$ cat src/core/fropb_regs.svh
`ifndef FROPB_REGS_SVH
`define FROPB_REGS_SVH

// Instruction word fields (12-bit word)
`define FROPB_FADDR_LSB     0
`define FROPB_FADDR_MSB     4
`define FROPB_DEST_BIT      5
`define FROPB_OPC_LSB       6
`define FROPB_OPC_MSB       11
`define FROPB_BRANCH_LSB    0
`define FROPB_BRANCH_MSB    8
`define FROPB_BROPC_LSB     9
`define FROPB_BROPC_MSB     11

// Opcodes, upper six bits of the word; branch opcode is the upper three bits
`define FROPB_OPC_CLEAR     6'h01
`define FROPB_OPC_DEC       6'h03
`define FROPB_OPC_COMP      6'h09
`define FROPB_OPC_INC       6'h0A
`define FROPB_OPC_DECSKIP   6'h0B
`define FROPB_OPC_INCSKIP   6'h0F
`define FROPB_OPC_BRANCH    3'h5
`define FROPB_CLEAR_D       1'h1

// Status register bit positions
`define FROPB_STAT_Z        2
`define FROPB_STAT_PAGE_LSB 5
`define FROPB_STAT_PAGE_MSB 6

// Reset values
`define FROPB_W_RESET       8'h00
`define FROPB_STAT_RESET    8'h18
`define FROPB_PC_RESET      11'h7FF
`define FROPB_ZERO_BYTE     8'h00
`define FROPB_STATUS_ADDR   5'h03

`endif

$ cat src/core/fropb_pkg.sv
package fropb_pkg;
  typedef enum logic [2:0] {
    FROPB_NONE,
    FROPB_CLR,
    FROPB_COM,
    FROPB_DEC,
    FROPB_INC,
    FROPB_DECSZ,
    FROPB_INCSZ,
    FROPB_BRA
  } fropb_op_t;

  typedef enum logic [1:0] {
    FROPB_RUN,
    FROPB_FLUSH
  } fropb_state_t;
endpackage

$ cat src/core/fropb_alu.sv
`timescale 1ns/1ps
`include "fropb_regs.svh"

module fropb_alu
  import fropb_pkg::*;
(
  // Operation and operand
  input  wire fropb_op_t  op,
  input  wire logic [7:0] operand,
  // Result
  output logic [7:0]      result,
  output logic            is_zero,
  output logic            sets_z
);

  always_comb begin
    result = operand;
    sets_z = 1'b0;
    case (op)
      FROPB_CLR: begin
        result = `FROPB_ZERO_BYTE;
        sets_z = 1'b1;
      end
      FROPB_COM: begin
        result = ~operand;
        sets_z = 1'b1;
      end
      FROPB_DEC, FROPB_DECSZ: begin
        result = operand - 8'h01;
        sets_z = (op == FROPB_DEC);
      end
      FROPB_INC, FROPB_INCSZ: begin
        result = operand + 8'h01;
        sets_z = (op == FROPB_INC);
      end
      default: begin
        result = operand;
        sets_z = 1'b0;
      end
    endcase
    is_zero = (result == `FROPB_ZERO_BYTE);
  end

endmodule

$ cat src/core/fropb_core.sv
`timescale 1ns/1ps
`include "fropb_regs.svh"

// Behaviour
// - clear_file_op writes zero to the file register and sets zero flag.
// - complement_file_op result is bitwise inversion of file register.
// - Destination bit 0 writes working register, 1 writes file; address 0..31.
// - decrement_file_op subtracts one and writes selected destination.
// - increment_file_op adds one and writes selected destination.
// - decrement_skip_zero_op with zero result flushes next instruction, two cycles.
// - increment_skip_zero_op zero result flushes next; skip variants leave flags.
// - branch_op loads its 9-bit operand into program counter bits 8:0.
// - branch_op fills program counter bits 10:9 from status bits 6:5.
// - branch_op takes two instruction cycles.
module fropb_core
  import fropb_pkg::*;
#(
  parameter int FILE_DEPTH = 32,
  parameter int PC_WIDTH   = 11
)(
  // Clock and reset
  input  wire logic                clk,
  input  wire logic                rst,
  input  wire logic                ce,
  // Instruction fetch
  input  wire logic [11:0]         instr,
  output logic      [PC_WIDTH-1:0] pc,
  // Visible state
  output logic      [7:0]          w_reg,
  output logic      [7:0]          status_reg,
  output logic                     flush_busy
);

  // Decode and reset values assume the 32-entry, 11-bit layout
  if (FILE_DEPTH != 32 || PC_WIDTH != 11) begin : gen_bad_params
    $error("fropb_core: FILE_DEPTH must be 32 and PC_WIDTH 11");
  end

  logic [7:0]          file_r   [FILE_DEPTH];
  logic [7:0]          file_nxt [FILE_DEPTH];
  logic [7:0]          w_r, w_nxt;
  logic [7:0]          stat_r, stat_nxt;
  logic [PC_WIDTH-1:0] pc_r, pc_nxt;
  fropb_state_t        st_r, st_nxt;

  fropb_op_t   op;
  logic [4:0]  faddr;
  logic        dest;
  logic [7:0]  operand;
  logic [7:0]  result;
  logic        is_zero;
  logic        sets_z;

  function automatic fropb_op_t decode(input logic [11:0] word);
    logic [5:0] opc;
    opc = word[`FROPB_OPC_MSB:`FROPB_OPC_LSB];
    if (word[`FROPB_BROPC_MSB:`FROPB_BROPC_LSB] == `FROPB_OPC_BRANCH)
      return FROPB_BRA;
    else if (opc == `FROPB_OPC_CLEAR && word[`FROPB_DEST_BIT] == `FROPB_CLEAR_D)
      return FROPB_CLR;
    else if (opc == `FROPB_OPC_COMP)
      return FROPB_COM;
    else if (opc == `FROPB_OPC_DEC)
      return FROPB_DEC;
    else if (opc == `FROPB_OPC_INC)
      return FROPB_INC;
    else if (opc == `FROPB_OPC_DECSKIP)
      return FROPB_DECSZ;
    else if (opc == `FROPB_OPC_INCSKIP)
      return FROPB_INCSZ;
    else
      return FROPB_NONE;
  endfunction

  always_comb begin
    op      = (st_r == FROPB_FLUSH) ? FROPB_NONE : decode(instr);
    faddr   = instr[`FROPB_FADDR_MSB:`FROPB_FADDR_LSB];
    dest    = instr[`FROPB_DEST_BIT];
    operand = (faddr == `FROPB_STATUS_ADDR) ? stat_r : file_r[faddr];
  end

  fropb_alu u_alu (
    .op      (op),
    .operand (operand),
    .result  (result),
    .is_zero (is_zero),
    .sets_z  (sets_z)
  );

  always_comb begin
    file_nxt = file_r;
    w_nxt    = w_r;
    stat_nxt = stat_r;
    pc_nxt   = pc_r + 11'h001;
    st_nxt   = FROPB_RUN;
    case (op)
      FROPB_NONE: begin
        w_nxt = w_r;
      end
      FROPB_BRA: begin
        // Pipeline refill makes the branch two cycles
        pc_nxt = {stat_r[`FROPB_STAT_PAGE_MSB:`FROPB_STAT_PAGE_LSB],
                  instr[`FROPB_BRANCH_MSB:`FROPB_BRANCH_LSB]};
        st_nxt = FROPB_FLUSH;
      end
      default: begin
        if (op == FROPB_CLR || dest) begin
          if (faddr == `FROPB_STATUS_ADDR)
            stat_nxt = result;
          else
            file_nxt[faddr] = result;
        end else begin
          w_nxt = result;
        end
        // Flag update wins over a result written to status
        if (sets_z)
          stat_nxt[`FROPB_STAT_Z] = is_zero;
        if ((op == FROPB_DECSZ || op == FROPB_INCSZ) && is_zero)
          st_nxt = FROPB_FLUSH;
      end
    endcase
  end

  always_ff @(posedge clk or posedge rst) begin
    if (rst) begin
      for (int i = 0; i < FILE_DEPTH; i++) begin
        file_r[i] <= `FROPB_ZERO_BYTE;
      end
      w_r    <= `FROPB_W_RESET;
      stat_r <= `FROPB_STAT_RESET;
      pc_r   <= `FROPB_PC_RESET;
      st_r   <= FROPB_RUN;
    end else if (ce) begin
      file_r <= file_nxt;
      w_r    <= w_nxt;
      stat_r <= stat_nxt;
      pc_r   <= pc_nxt;
      st_r   <= st_nxt;
    end
  end

  assign pc         = pc_r;
  assign w_reg      = w_r;
  assign status_reg = stat_r;
  assign flush_busy = (st_r == FROPB_FLUSH);

  chk_clear_sets_z: assert property (@(posedge clk) disable iff (rst)
    (ce && op == FROPB_CLR && faddr != `FROPB_STATUS_ADDR) |=>
      (stat_r[`FROPB_STAT_Z] && file_r[$past(faddr)] == `FROPB_ZERO_BYTE))
    else $error("clear did not zero register and set flag");

  chk_comp_to_w: assert property (@(posedge clk) disable iff (rst)
    (ce && op == FROPB_COM && !dest) |=> (w_r == ~$past(operand)))
    else $error("complement result wrong");

  chk_dest_file: assert property (@(posedge clk) disable iff (rst)
    (ce && op == FROPB_INC && dest && faddr != `FROPB_STATUS_ADDR) |=>
      (w_r == $past(w_r)))
    else $error("working register changed for file destination");

  chk_dec_value: assert property (@(posedge clk) disable iff (rst)
    (ce && op == FROPB_DEC && !dest) |=> (w_r == $past(operand) - 8'h01))
    else $error("decrement result wrong");

  chk_inc_value: assert property (@(posedge clk) disable iff (rst)
    (ce && op == FROPB_INC && !dest) |=> (w_r == $past(operand) + 8'h01))
    else $error("increment result wrong");

  chk_skip_flush: assert property (@(posedge clk) disable iff (rst)
    (ce && op == FROPB_DECSZ && operand == 8'h01) |=> (flush_busy && pc == $past(pc) + 11'h001))
    else $error("decrement skip did not discard next instruction");

  chk_skip_flags: assert property (@(posedge clk) disable iff (rst)
    (ce && (op == FROPB_INCSZ || op == FROPB_DECSZ) && faddr != `FROPB_STATUS_ADDR)
      |=> (stat_r == $past(stat_r)))
    else $error("skip variant changed status");

  chk_branch_pc: assert property (@(posedge clk) disable iff (rst)
    (ce && op == FROPB_BRA) |=> (pc[8:0] == $past(instr[8:0])))
    else $error("branch low address wrong");

  chk_branch_page: assert property (@(posedge clk) disable iff (rst)
    (ce && op == FROPB_BRA) |=> (pc[10:9] == $past(stat_r[6:5])))
    else $error("branch page bits wrong");

  chk_branch_cycles: assert property (@(posedge clk) disable iff (rst)
    (ce && op == FROPB_BRA) |=> (flush_busy && op == FROPB_NONE))
    else $error("branch not two cycles");

  chk_flush_single: assert property (@(posedge clk) disable iff (rst)
    (ce && flush_busy) |=> !flush_busy)
    else $error("flush lasted more than one enabled cycle");

  chk_incskip_flush: assert property (@(posedge clk) disable iff (rst)
    (ce && op == FROPB_INCSZ && operand == 8'hFF) |=> (flush_busy && pc == $past(pc) + 11'h001))
    else $error("increment skip did not discard next instruction");

  chk_comp_file: assert property (@(posedge clk) disable iff (rst)
    (ce && op == FROPB_COM && dest && faddr != `FROPB_STATUS_ADDR) |=>
      (file_r[$past(faddr)] == ~$past(operand)))
    else $error("complement not written back to file register");

  chk_dec_zero: assert property (@(posedge clk) disable iff (rst)
    (ce && op == FROPB_DEC && faddr != `FROPB_STATUS_ADDR) |=>
      (stat_r[`FROPB_STAT_Z] == ($past(operand) == 8'h01)))
    else $error("zero flag wrong after decrement");

  chk_comp_zero: assert property (@(posedge clk) disable iff (rst)
    (ce && op == FROPB_COM && faddr != `FROPB_STATUS_ADDR) |=>
      (stat_r[`FROPB_STAT_Z] == ($past(operand) == 8'hFF)))
    else $error("zero flag wrong after complement");

  chk_inc_zero: assert property (@(posedge clk) disable iff (rst)
    (ce && op == FROPB_INC && faddr != `FROPB_STATUS_ADDR) |=>
      (stat_r[`FROPB_STAT_Z] == ($past(operand) == 8'hFF)))
    else $error("zero flag wrong after increment");

endmodule

$ cat config.mk
export PLATFORM = sky130hd
export DESIGN_NAME = fropb_core
export DESIGN_NICKNAME = d
export VERILOG_FILES = /design/src/core/fropb_pkg.sv /design/src/core/fropb_alu.sv /design/src/core/fropb_core.sv
export VERILOG_INCLUDE_DIRS = /design/src /design/src/core
export SDC_FILE = /design/constraint.sdc
export NUM_CORES = 1
export LEC_CHECK = 0
export BUFFER_PORTS_ARGS = -buffer_cell sky130_fd_sc_hd__buf_4
export CAP_MARGIN = 30
export CORE_MARGIN = 3
export CORE_UTILIZATION = 45
export DETAILED_ROUTE_END_ITERATION = 8
export SETUP_SLACK_MARGIN = 0.05
export SLEW_MARGIN = 10
export SYNTH_ARGS = -nofsm -noshare
export SYNTH_HDL_FRONTEND = slang
export SYNTH_SLANG_ARGS = --single-unit
$ cat constraint.sdc
create_clock -name clk -period 9.3 [get_ports clk]
set_input_delay 0.93 -clock clk [delete_from_list [all_inputs] [get_ports clk]]
set_output_delay 0.93 -clock clk [all_outputs]
set_load 0.1 [all_outputs]
Yosys cells after proc, flatten, opt, wreduce, memory -nomap -nowiden
Index checks and enable logic that the tools add are counted.
{"block": "totals", "input_bits": 15, "wordCells": 103, "register_bits": 285, "ram_bits": 0, "memories": 0, "out_inout_bits": 28, "romBits": 0, "latchBits": 0}
{"block": "classes", "n_reduce_logical": 17, "mux": 23, "multipliers": 0, "shift": 0, "div": 0, "magnitude_cmp": 2, "eq_ne": 16, "n_addsub": 3, "n_bitwise": 5}
{"op": "$bwmux W256", "count": 1}
{"op": "$bmux W8 S5", "count": 1}
{"op": "$demux W8 S5", "count": 1}
{"op": "$mux W8", "count": 4}
{"op": "$pmux W8 S4", "count": 1}
{"op": "$mux W3", "count": 10}
{"op": "$eq A6 B4 Y1 const B", "count": 4}
{"op": "$eq A3 B3 Y1 const B", "count": 5}
{"op": "$reduce_and A4 Y1", "count": 3}
{"op": "$add A11 B1 Y11 const B", "count": 1}
{"op": "$mux W11", "count": 1}
{"op": "$add A8 B1 Y8 const B", "count": 1}
{"op": "$logic_not A8 Y1", "count": 1}
{"op": "$not A8 Y8", "count": 1}
{"op": "$reduce_or A2 Y1", "count": 4}
{"op": "$sub A8 B1 Y8 const B", "count": 1}
{"op": "$eq A3 B2 Y1 const B", "count": 2}
{"op": "$eq A6 B1 Y1 const B", "count": 1}
{"op": "$eq A6 B2 Y1 const B", "count": 1}
{"op": "$ge A6 B6 Y1 const B", "count": 1}
{"op": "$lt A6 B1 Y1 const B", "count": 1}
{"op": "$not A5 Y6", "count": 1}
{"op": "$eq A5 B2 Y1 const B", "count": 1}
{"op": "$reduce_bool A2 Y1", "count": 2}
{"op": "other kinds (10)", "count": 16}

Depth between registers and ports, before layout
Gate-level depths: netlist of the first run.
{"block": "logic_depth", "ltp_word": 16, "mapped_depth": 20, "ltp_nobuf": 15}

By module
Synthesis of the first run repeated with hierarchy kept, for this count alone.
{"block": "unflattened", "hier_cells": 1066, "hier_area_um2": 14149.8}
{"mod": "fropb_core", "seq_area_each_um2": 6998.0, "n_inst": 1, "cells_each": 953, "area_each_um2": 13417.9}
{"mod": "fropb_alu", "seq_area_each_um2": 0.0, "n_inst": 1, "cells_each": 113, "area_each_um2": 732.0}

Worst setup path before layout of the first run
OpenSTA, ideal clock, no wires.
{"block": "synth_path", "path_kind": "input-to-reg", "from": "in instr[0]", "to": "reg stat_r[2], in the netlist status_reg[2]", "required_time_ns": 9.204, "t_arrival_ns": 5.054, "setup_time_ns": 0.096, "slack_ns": 4.150, "stages": 18, "path_buffers": 6, "path_cell_list": "buf_6 buf_6 buf_6 buf_6 buf_6 buf_4 mux4_2 a2111oi_2 a21oi_1 ha_1 a21boi_0 a31oi_1 o211ai_2 or4_1 a31oi_2 and4_1 nand4_1 a311oi_2"}
{"block": "synth_between", "elab_chain_cells": 10, "elab_cells_between_ends": 16, "classes_between": "add/sub: 2; eq/ne: 1; mux: 8; bitwise: 2; reduce/logical: 3"}
{"element": "from (decl)", "line_no": "fropb_core.sv:26", "text": "input wire logic [11:0] instr,"}
{"element": "$not A5 Y6 (implied by the code)", "line_no": "fropb_core.sv:79", "text": "operand = (faddr == `FROPB_STATUS_ADDR) ? stat_r : file_r[faddr];"}
{"element": "$bmux W8 S5", "line_no": "fropb_core.sv:79"}
{"element": "$mux W8 (implied by the code) (2 in series)", "line_no": "fropb_core.sv:79"}
{"element": "$mux W8", "line_no": "fropb_core.sv:79"}
{"element": "$add A8 B1 Y8 (tied with other cells)", "line_no": "fropb_alu.sv:33", "text": "result = operand + 8'h01;"}
{"element": "$pmux W8 S4", "line_no": "fropb_alu.sv:19", "text": "case (op)"}
{"element": "$mux W3", "line_no": "fropb_core.sv:108", "text": "if (faddr == `FROPB_STATUS_ADDR)"}
{"element": "$mux W3", "line_no": "fropb_core.sv:107", "text": "if (op == FROPB_CLR || dest) begin"}
{"element": "$mux W1", "line_no": "fropb_core.sv:116", "text": "if (sets_z)"}
{"element": "to (signal assigned)", "line_no": "fropb_core.sv:130", "text": "stat_r <= `FROPB_STAT_RESET;"}
{"element": "to (signal assigned)", "line_no": "fropb_core.sv:136", "text": "stat_r <= stat_nxt;"}
{"element": "to (decl)", "line_no": "fropb_core.sv:42", "text": "logic [7:0] stat_r, stat_nxt;"}
Parallel ways exist; a longest one is shown, timed or not. The select of a mux whose other input is x is not followed.
A chain may end at the register's enable or synchronous reset.

Worst setup path after layout of the first run
{"block": "layout_path", "from": "in instr[1]", "to": "reg stat_r[2], in the netlist status_reg[2]"}
Same word-level chain as after synthesis.

==> results of run 1 <==
power by group through the flow:
stage | registers, mW | logic (mW) | clock network (mW)
floorplan | 1.76 | 0.400 | 0
global placement | 1.50 | 0.881 | 0
detailed placement | 1.50 | 0.892 | 0
CTS | 1.48 | 0.894 | 1.16
global route | 1.50 | 0.958 | 1.21
finish | 1.48 | 0.896 | 1.13
per-layer routing:
metal | wire length (um) | global-route usage [%]
met4 | 954 | 5.956
met3 | 2304 | 3.512
met1 | 17750 | 35.76
met2 | 17160 | 35.57
met5 | 0 | 0
path summary, 6_finish.rpt:
check | startpoint | end | slack, ps | cells after the start
min in group asynchronous | rst | file_r[57] | 460 | 2
hold / removal | file_r[229] | file_r[229] | 370 | 0
setup / recovery | instr[1] | status_reg[2] | 3400 | 16
hold reg to reg | file_r[229] | file_r[229] | 370 | 0
max in group asynchronous | rst | file_r[246] | 7320 | 3
setup reg to reg | file_r[186] | status_reg[2] | 4340 | 14
layout make-up:
type / instances / area, um2 / area share [%]
well taps: 390 / 488.0 / 3.207
flip-flops and latches: 281 / 7048 / 46.32
inverters: 7 / 33.78 / 0.2220
multi-input cells: 970 / 6127 / 40.27
repair buffers: 72 / 591.8 / 3.890
clock buffers: 51 / 899.6 / 5.913
clock inverters: 3 / 26.28 / 0.1727
cell usage after synthesis (12+ instances only):
master    number
nor2_1       164
buf_2         18
nor3_1        14
dfrtp_1      268
nand2_1      187
a21oi_1      165
o21ai_0      155
clkbuf_1      78
o22ai_1       12
mux4_2        51
nand3_1       25
mux2i_1       33
dfstp_2       13
logic make-up after synthesis:
kind of cell	count (synthesis)	synth area share (%)
AO/OA/AOI/OAI	400	16.87
XOR/XNOR	5	0.3212
adder cells (fa/ha/maj)	7	0.6240
buffers and inverters	113	3.772
flip-flops	281	51.69
multiplexers	92	11.51
AND/OR/NAND/NOR	466	15.22
metrics by stage:
stage | hold slack [ps] | setup slack [ps] | instance area [um2] | utilization (%)
3_5_place_dp | 363.8 | 2720 | 14230 | 47.89
3_3_place_gp | 361.0 | 2806 | 14140 | 47.60
4_1_cts | 377.7 | 3251 | 15160 | 51.00
2_1_floorplan | 424.0 | 641.0 | 13630 | -
5_1_grt | 388.7 | 3121 | 15210 | 51.20
6_report | 372.5 | 3403 | 15210 | 51.20
==> impl_metrics.toml, run 1 <==
[hold_path]
hold_class = "flop to flop"

[finish]
nets = 1383
final_cell_count_no_fill = 1774
final_common_cell = "dfrtp_1"
mostFrequentLayoutCells = "dfrtp_1 (268), nand2_1 (187), a21oi_1 (164), nor2_1 (164), o21ai_0 (155)"
diodes = 0
largest_reg_flops = 253
drive_gt1_share_pct = 15.25
area_growth_pct = 11.59
fillers = 2635
regMostFlops = "file_r"

[yosys]
synth.net_count = 1385
ys_async_sr_fraction_pct = 100.0
synth_edf_count = 0
ys_top_cells_by_area = "dfrtp_1 (49%), mux4_2 (8.4%), a21oi_1 (6.1%)"
syn_area_mm2 = 0.01363
synth_area_per_cell_um2 = 9.996
yosys.area.top_type = "dfrtp_1"
ys_warn_count = 0
ys_seq_area_share_pct = 51.69
synth_ff_type = "dfrtp_1"
synth_cells = 1364
netlist.area_leader.share_pct = 49.19
ys_types = 78
synth-seq-cells = 281

[flow_run]
cap_violations = 0

[detailed_routing]
wl_per_cell_um = 21.52
drt_iter0_drc = 988
via_per_inst = 5.838
dr.pass1.iters = 5
num_vias = 10360
final_antenna_net_count = 0
drc = 0
wirelength_um = 38170

[clocking]
hold_buffers = 0
cts_tree = "yes"
clock-sinks = 281
cts_buffers = 30
htree_levels = 1
postCtsSetupRepairBufs = 0
clockRootBuffer = "clkbuf_16"
clockBufferDepth = 3
path_clk_slew_ps = 70
insertion_delay_ps = 560
post_cts_resize_count = 0

[worst_setup_path]
cp.arrival_ps = 6370
cp.required_ps = 9770
crit_chain = "buf_4 -> buf_4 -> mux4_2 -> a22o_1 -> a2111oi_2 -> a21oi_1 -> ha_1 -> a21boi_0 -> a311o_1 -> and3_1 -> o2111ai_1 -> a32oi_2 -> buf_4 -> and4_1 -> nand4_1 -> a311oi_2"
start_kind = "input pin"
path_max_fanout = 41
path_delay_family = "compound AO/OA/AOI/OAI gates"
path_class = "input pin to flop"
critPathCaptureType = "flop"
cp_num_buf_inv = 3
path_common_cell = "buf_4"
slowest_stage = "a32oi_2"
crit_path_max_incr_delay_ps = 900

[floorplan]
rows = 63
coreArea_mm2 = 0.02972
dieHeight_um = 180.1
io_pins = 43
fp.dieArea_mm2 = 0.03242
die_x_um = 180.1
initial_utilization_pct = 45.88

[placed_design]
place_hpwl_um = 24440
globalplace.congestion = 0.8772
dp_cells = 1716
numPortBuffers = 42

[sta]
setup_viol = 0
min_period_over_period_pct = 63.41
slew_headroom_pct = 23.74
fmax_ghz = 0.1696
hold_viol_final = 0
slew_viol_final = 0
worstMarginPinSlew_ps = 1144
period_needed_ps = 5897
fin_tns_setup_ps = 0
fin_skew_ps = 18.23
rsz0062_at_grt = "false"

[grt]
grt_pass1_vias = 10010
grt-ovfl-total = 0
antenna_found_initial = 0
grt_pass1_wl_um = 61060
global_route.usage.total_pct = 23.46
grt_max_degree = 183

[power]
pwr-share-seq_pct = 42.3
total_power_mw = 3.513
sw_frac_of_total_pct = 34.74
p_comb_share_pct = 25.5
p_clk_share_pct = 32.2
power.switching_mw = 1.220
ir_drop_uv = 175.4
leakagePower_nw = 6.602
internal_power_mw = 2.292
pwr_density_cell_mw_per_mm2 = 230.9

[status]
status = "completed"
Power figures use the tool's default switching activity.
==> run 2: changes to the inputs <==
==> constraint.sdc (replaced) <==
create_clock -name clk -period 5.81 [get_ports clk]
set_input_delay 0.581 -clock clk [delete_from_list [all_inputs] [get_ports clk]]
set_output_delay 0.581 -clock clk [all_outputs]
set_load 0.1 [all_outputs]
==> run 2 against run 1 <==
Against the previous run:
- die area unchanged
- clock-buffer cell count decreased by 4
- setup slack got worse by 2300 ps
- largest cell class unchanged
==> impl_metrics.toml, run 2 (synthesized netlist as in run 1, its figures left out) <==
[clocking]
clock-sinks = 281
path_clk_slew_ps = 60
clockRootBuffer = "clkbuf_16"
post_cts_resize_count = 0
hold_buffers = 0
htree_levels = 1
postCtsSetupRepairBufs = 0
cts_buffers = 31
insertion_delay_ps = 560
clockBufferDepth = 3
cts_tree = "yes"

[hold_path]
hold_class = "flop to flop"

[detailed_routing]
wl_met2_um = 16940
dr.pass1.iters = 5
wirelength_um = 38260
drt_iter0_drc = 1019
dr_wl_met3_um = 2523
drc = 0
num_vias = 10510
via_per_inst = 5.882
top_layer_used = "met4"
wl_per_cell_um = 21.41
final_antenna_net_count = 0
wl_met1_um = 17560

[finish]
final_common_cell = "dfrtp_1"
regMostFlops = "file_r"
multiInputGateArea_mm2 = 0.006125
drive_gt1_share_pct = 16.46
nets = 1396
fin_area_mm2 = 0.01536
mostFrequentLayoutCells = "dfrtp_1 (268), nand2_1 (187), a21oi_1 (164), nor2_1 (164), o21ai_0 (155)"
largest_reg_flops = 253
fillers = 2687
regArea_mm2 = 0.007048
diodes = 0
final_cell_count_no_fill = 1787
utilization_pct = 51.69
area_growth_pct = 12.66

[grt]
antenna_found_initial = 1
grt-ovfl-total = 0
global_route.usage.total_pct = 23.47
grt_pass1_vias = 10260
grt_max_degree = 187
grt_pass1_wl_um = 60890

[placed_design]
place_hpwl_um = 24660
pre_cts_slack_ps = 565.8
globalplace.congestion = 0.8985
numPortBuffers = 42
placed_area_mm2 = 0.01432
dp_cells = 1730

[worst_setup_path]
start_kind = "input pin"
path_class = "input pin to flop"
critPathCaptureType = "flop"
cp.arrival_ps = 5070
path_max_fanout = 26
cp.required_ps = 6220

[sta]
rsz0062_at_grt = "false"
period_needed_ps = 4659
fmax_ghz = 0.2146
worstMarginPinSlew_ps = 1153
setup_viol = 0
fin_ws_ps = 1151
fin_skew_ps = 12.34
fin_tns_setup_ps = 0
hold_viol_final = 0
slew_headroom_pct = 23.16
whs_ps = 374.5
min_period_over_period_pct = 80.19
slew_viol_final = 0

[power]
internal_power_mw = 3.801
total_power_mw = 5.778
pwr-share-seq_pct = 41.1
sw_frac_of_total_pct = 34.23
power.switching_mw = 1.978
p_clk_share_pct = 33.8
p_comb_share_pct = 25.1
ir_drop_uv = 221.5
pwr_density_cell_mw_per_mm2 = 376.2
leakagePower_nw = 6.689

[floorplan]
die_x_um = 180.1
coreArea_mm2 = 0.02972
rows = 63
initial_utilization_pct = 45.88
dieHeight_um = 180.1
fp.dieArea_mm2 = 0.03242
io_pins = 43

[flow_run]
cap_violations = 0

[status]
status = "completed"
## run 2: cell count changes in the layout (fill, tap and decap cells not counted), sizes merged
cell	change
buf	+11
clkinv	+2
clkbuf	-4
clkinvlp	+2
inv	-1
bufinv	+2
dlygate4sd3	+1
## run 2: layer usage
layer | vias up | global-route usage (%)
met4 | 0 | 7.676
li1 | 4874 | -
met3 | 68 | 4.723
met5 | - | 0
met2 | 315 | 34.82
met1 | 5254 | 34.92
## run 2: final timing paths
path	from	end	slack, ps	depth (start not counted)
min	file_r[225]	file_r[225]	370	0
min in group asynchronous	rst	file_r[227]	450	3
max	instr[0]	file_r[247]	1150	13
max in group asynchronous	rst	file_r[59]	3800	5
max reg2reg	file_r[170]	file_r[247]	1490	12
min reg2reg	file_r[225]	file_r[225]	370	0
## run 2: power by group through the flow
stage | logic (mW) | registers, mW | clock network, mW
floorplan | 0.641 | 2.82 | 0
global placement | 1.43 | 2.40 | 0
detailed placement | 1.44 | 2.41 | 0
CTS | 1.45 | 2.38 | 1.98
global route | 1.55 | 2.41 | 2.09
finish | 1.45 | 2.38 | 1.95
## run 2: layout make-up
cell class	count	share of cell area, %
Multi-Input combinational cell	970	39.87
Timing Repair Buffer	84	4.284
Tap cell	390	3.177
Sequential cell	281	45.88
Inverter	7	0.1955
Clock inverter	8	0.6272
Clock buffer	47	5.962
## run 2: worst max-delay path, cell delays in order
cell and delay [ps]:
buf_4 460, buf_4 470, mux4_2 550, mux4_2 450, nor2b_1 180, a221o_1 350
ha_1 230, or3_1 350, nor3_1 250, o221ai_1 200, nor3_4 480, buf_4 360
o21ai_0 130
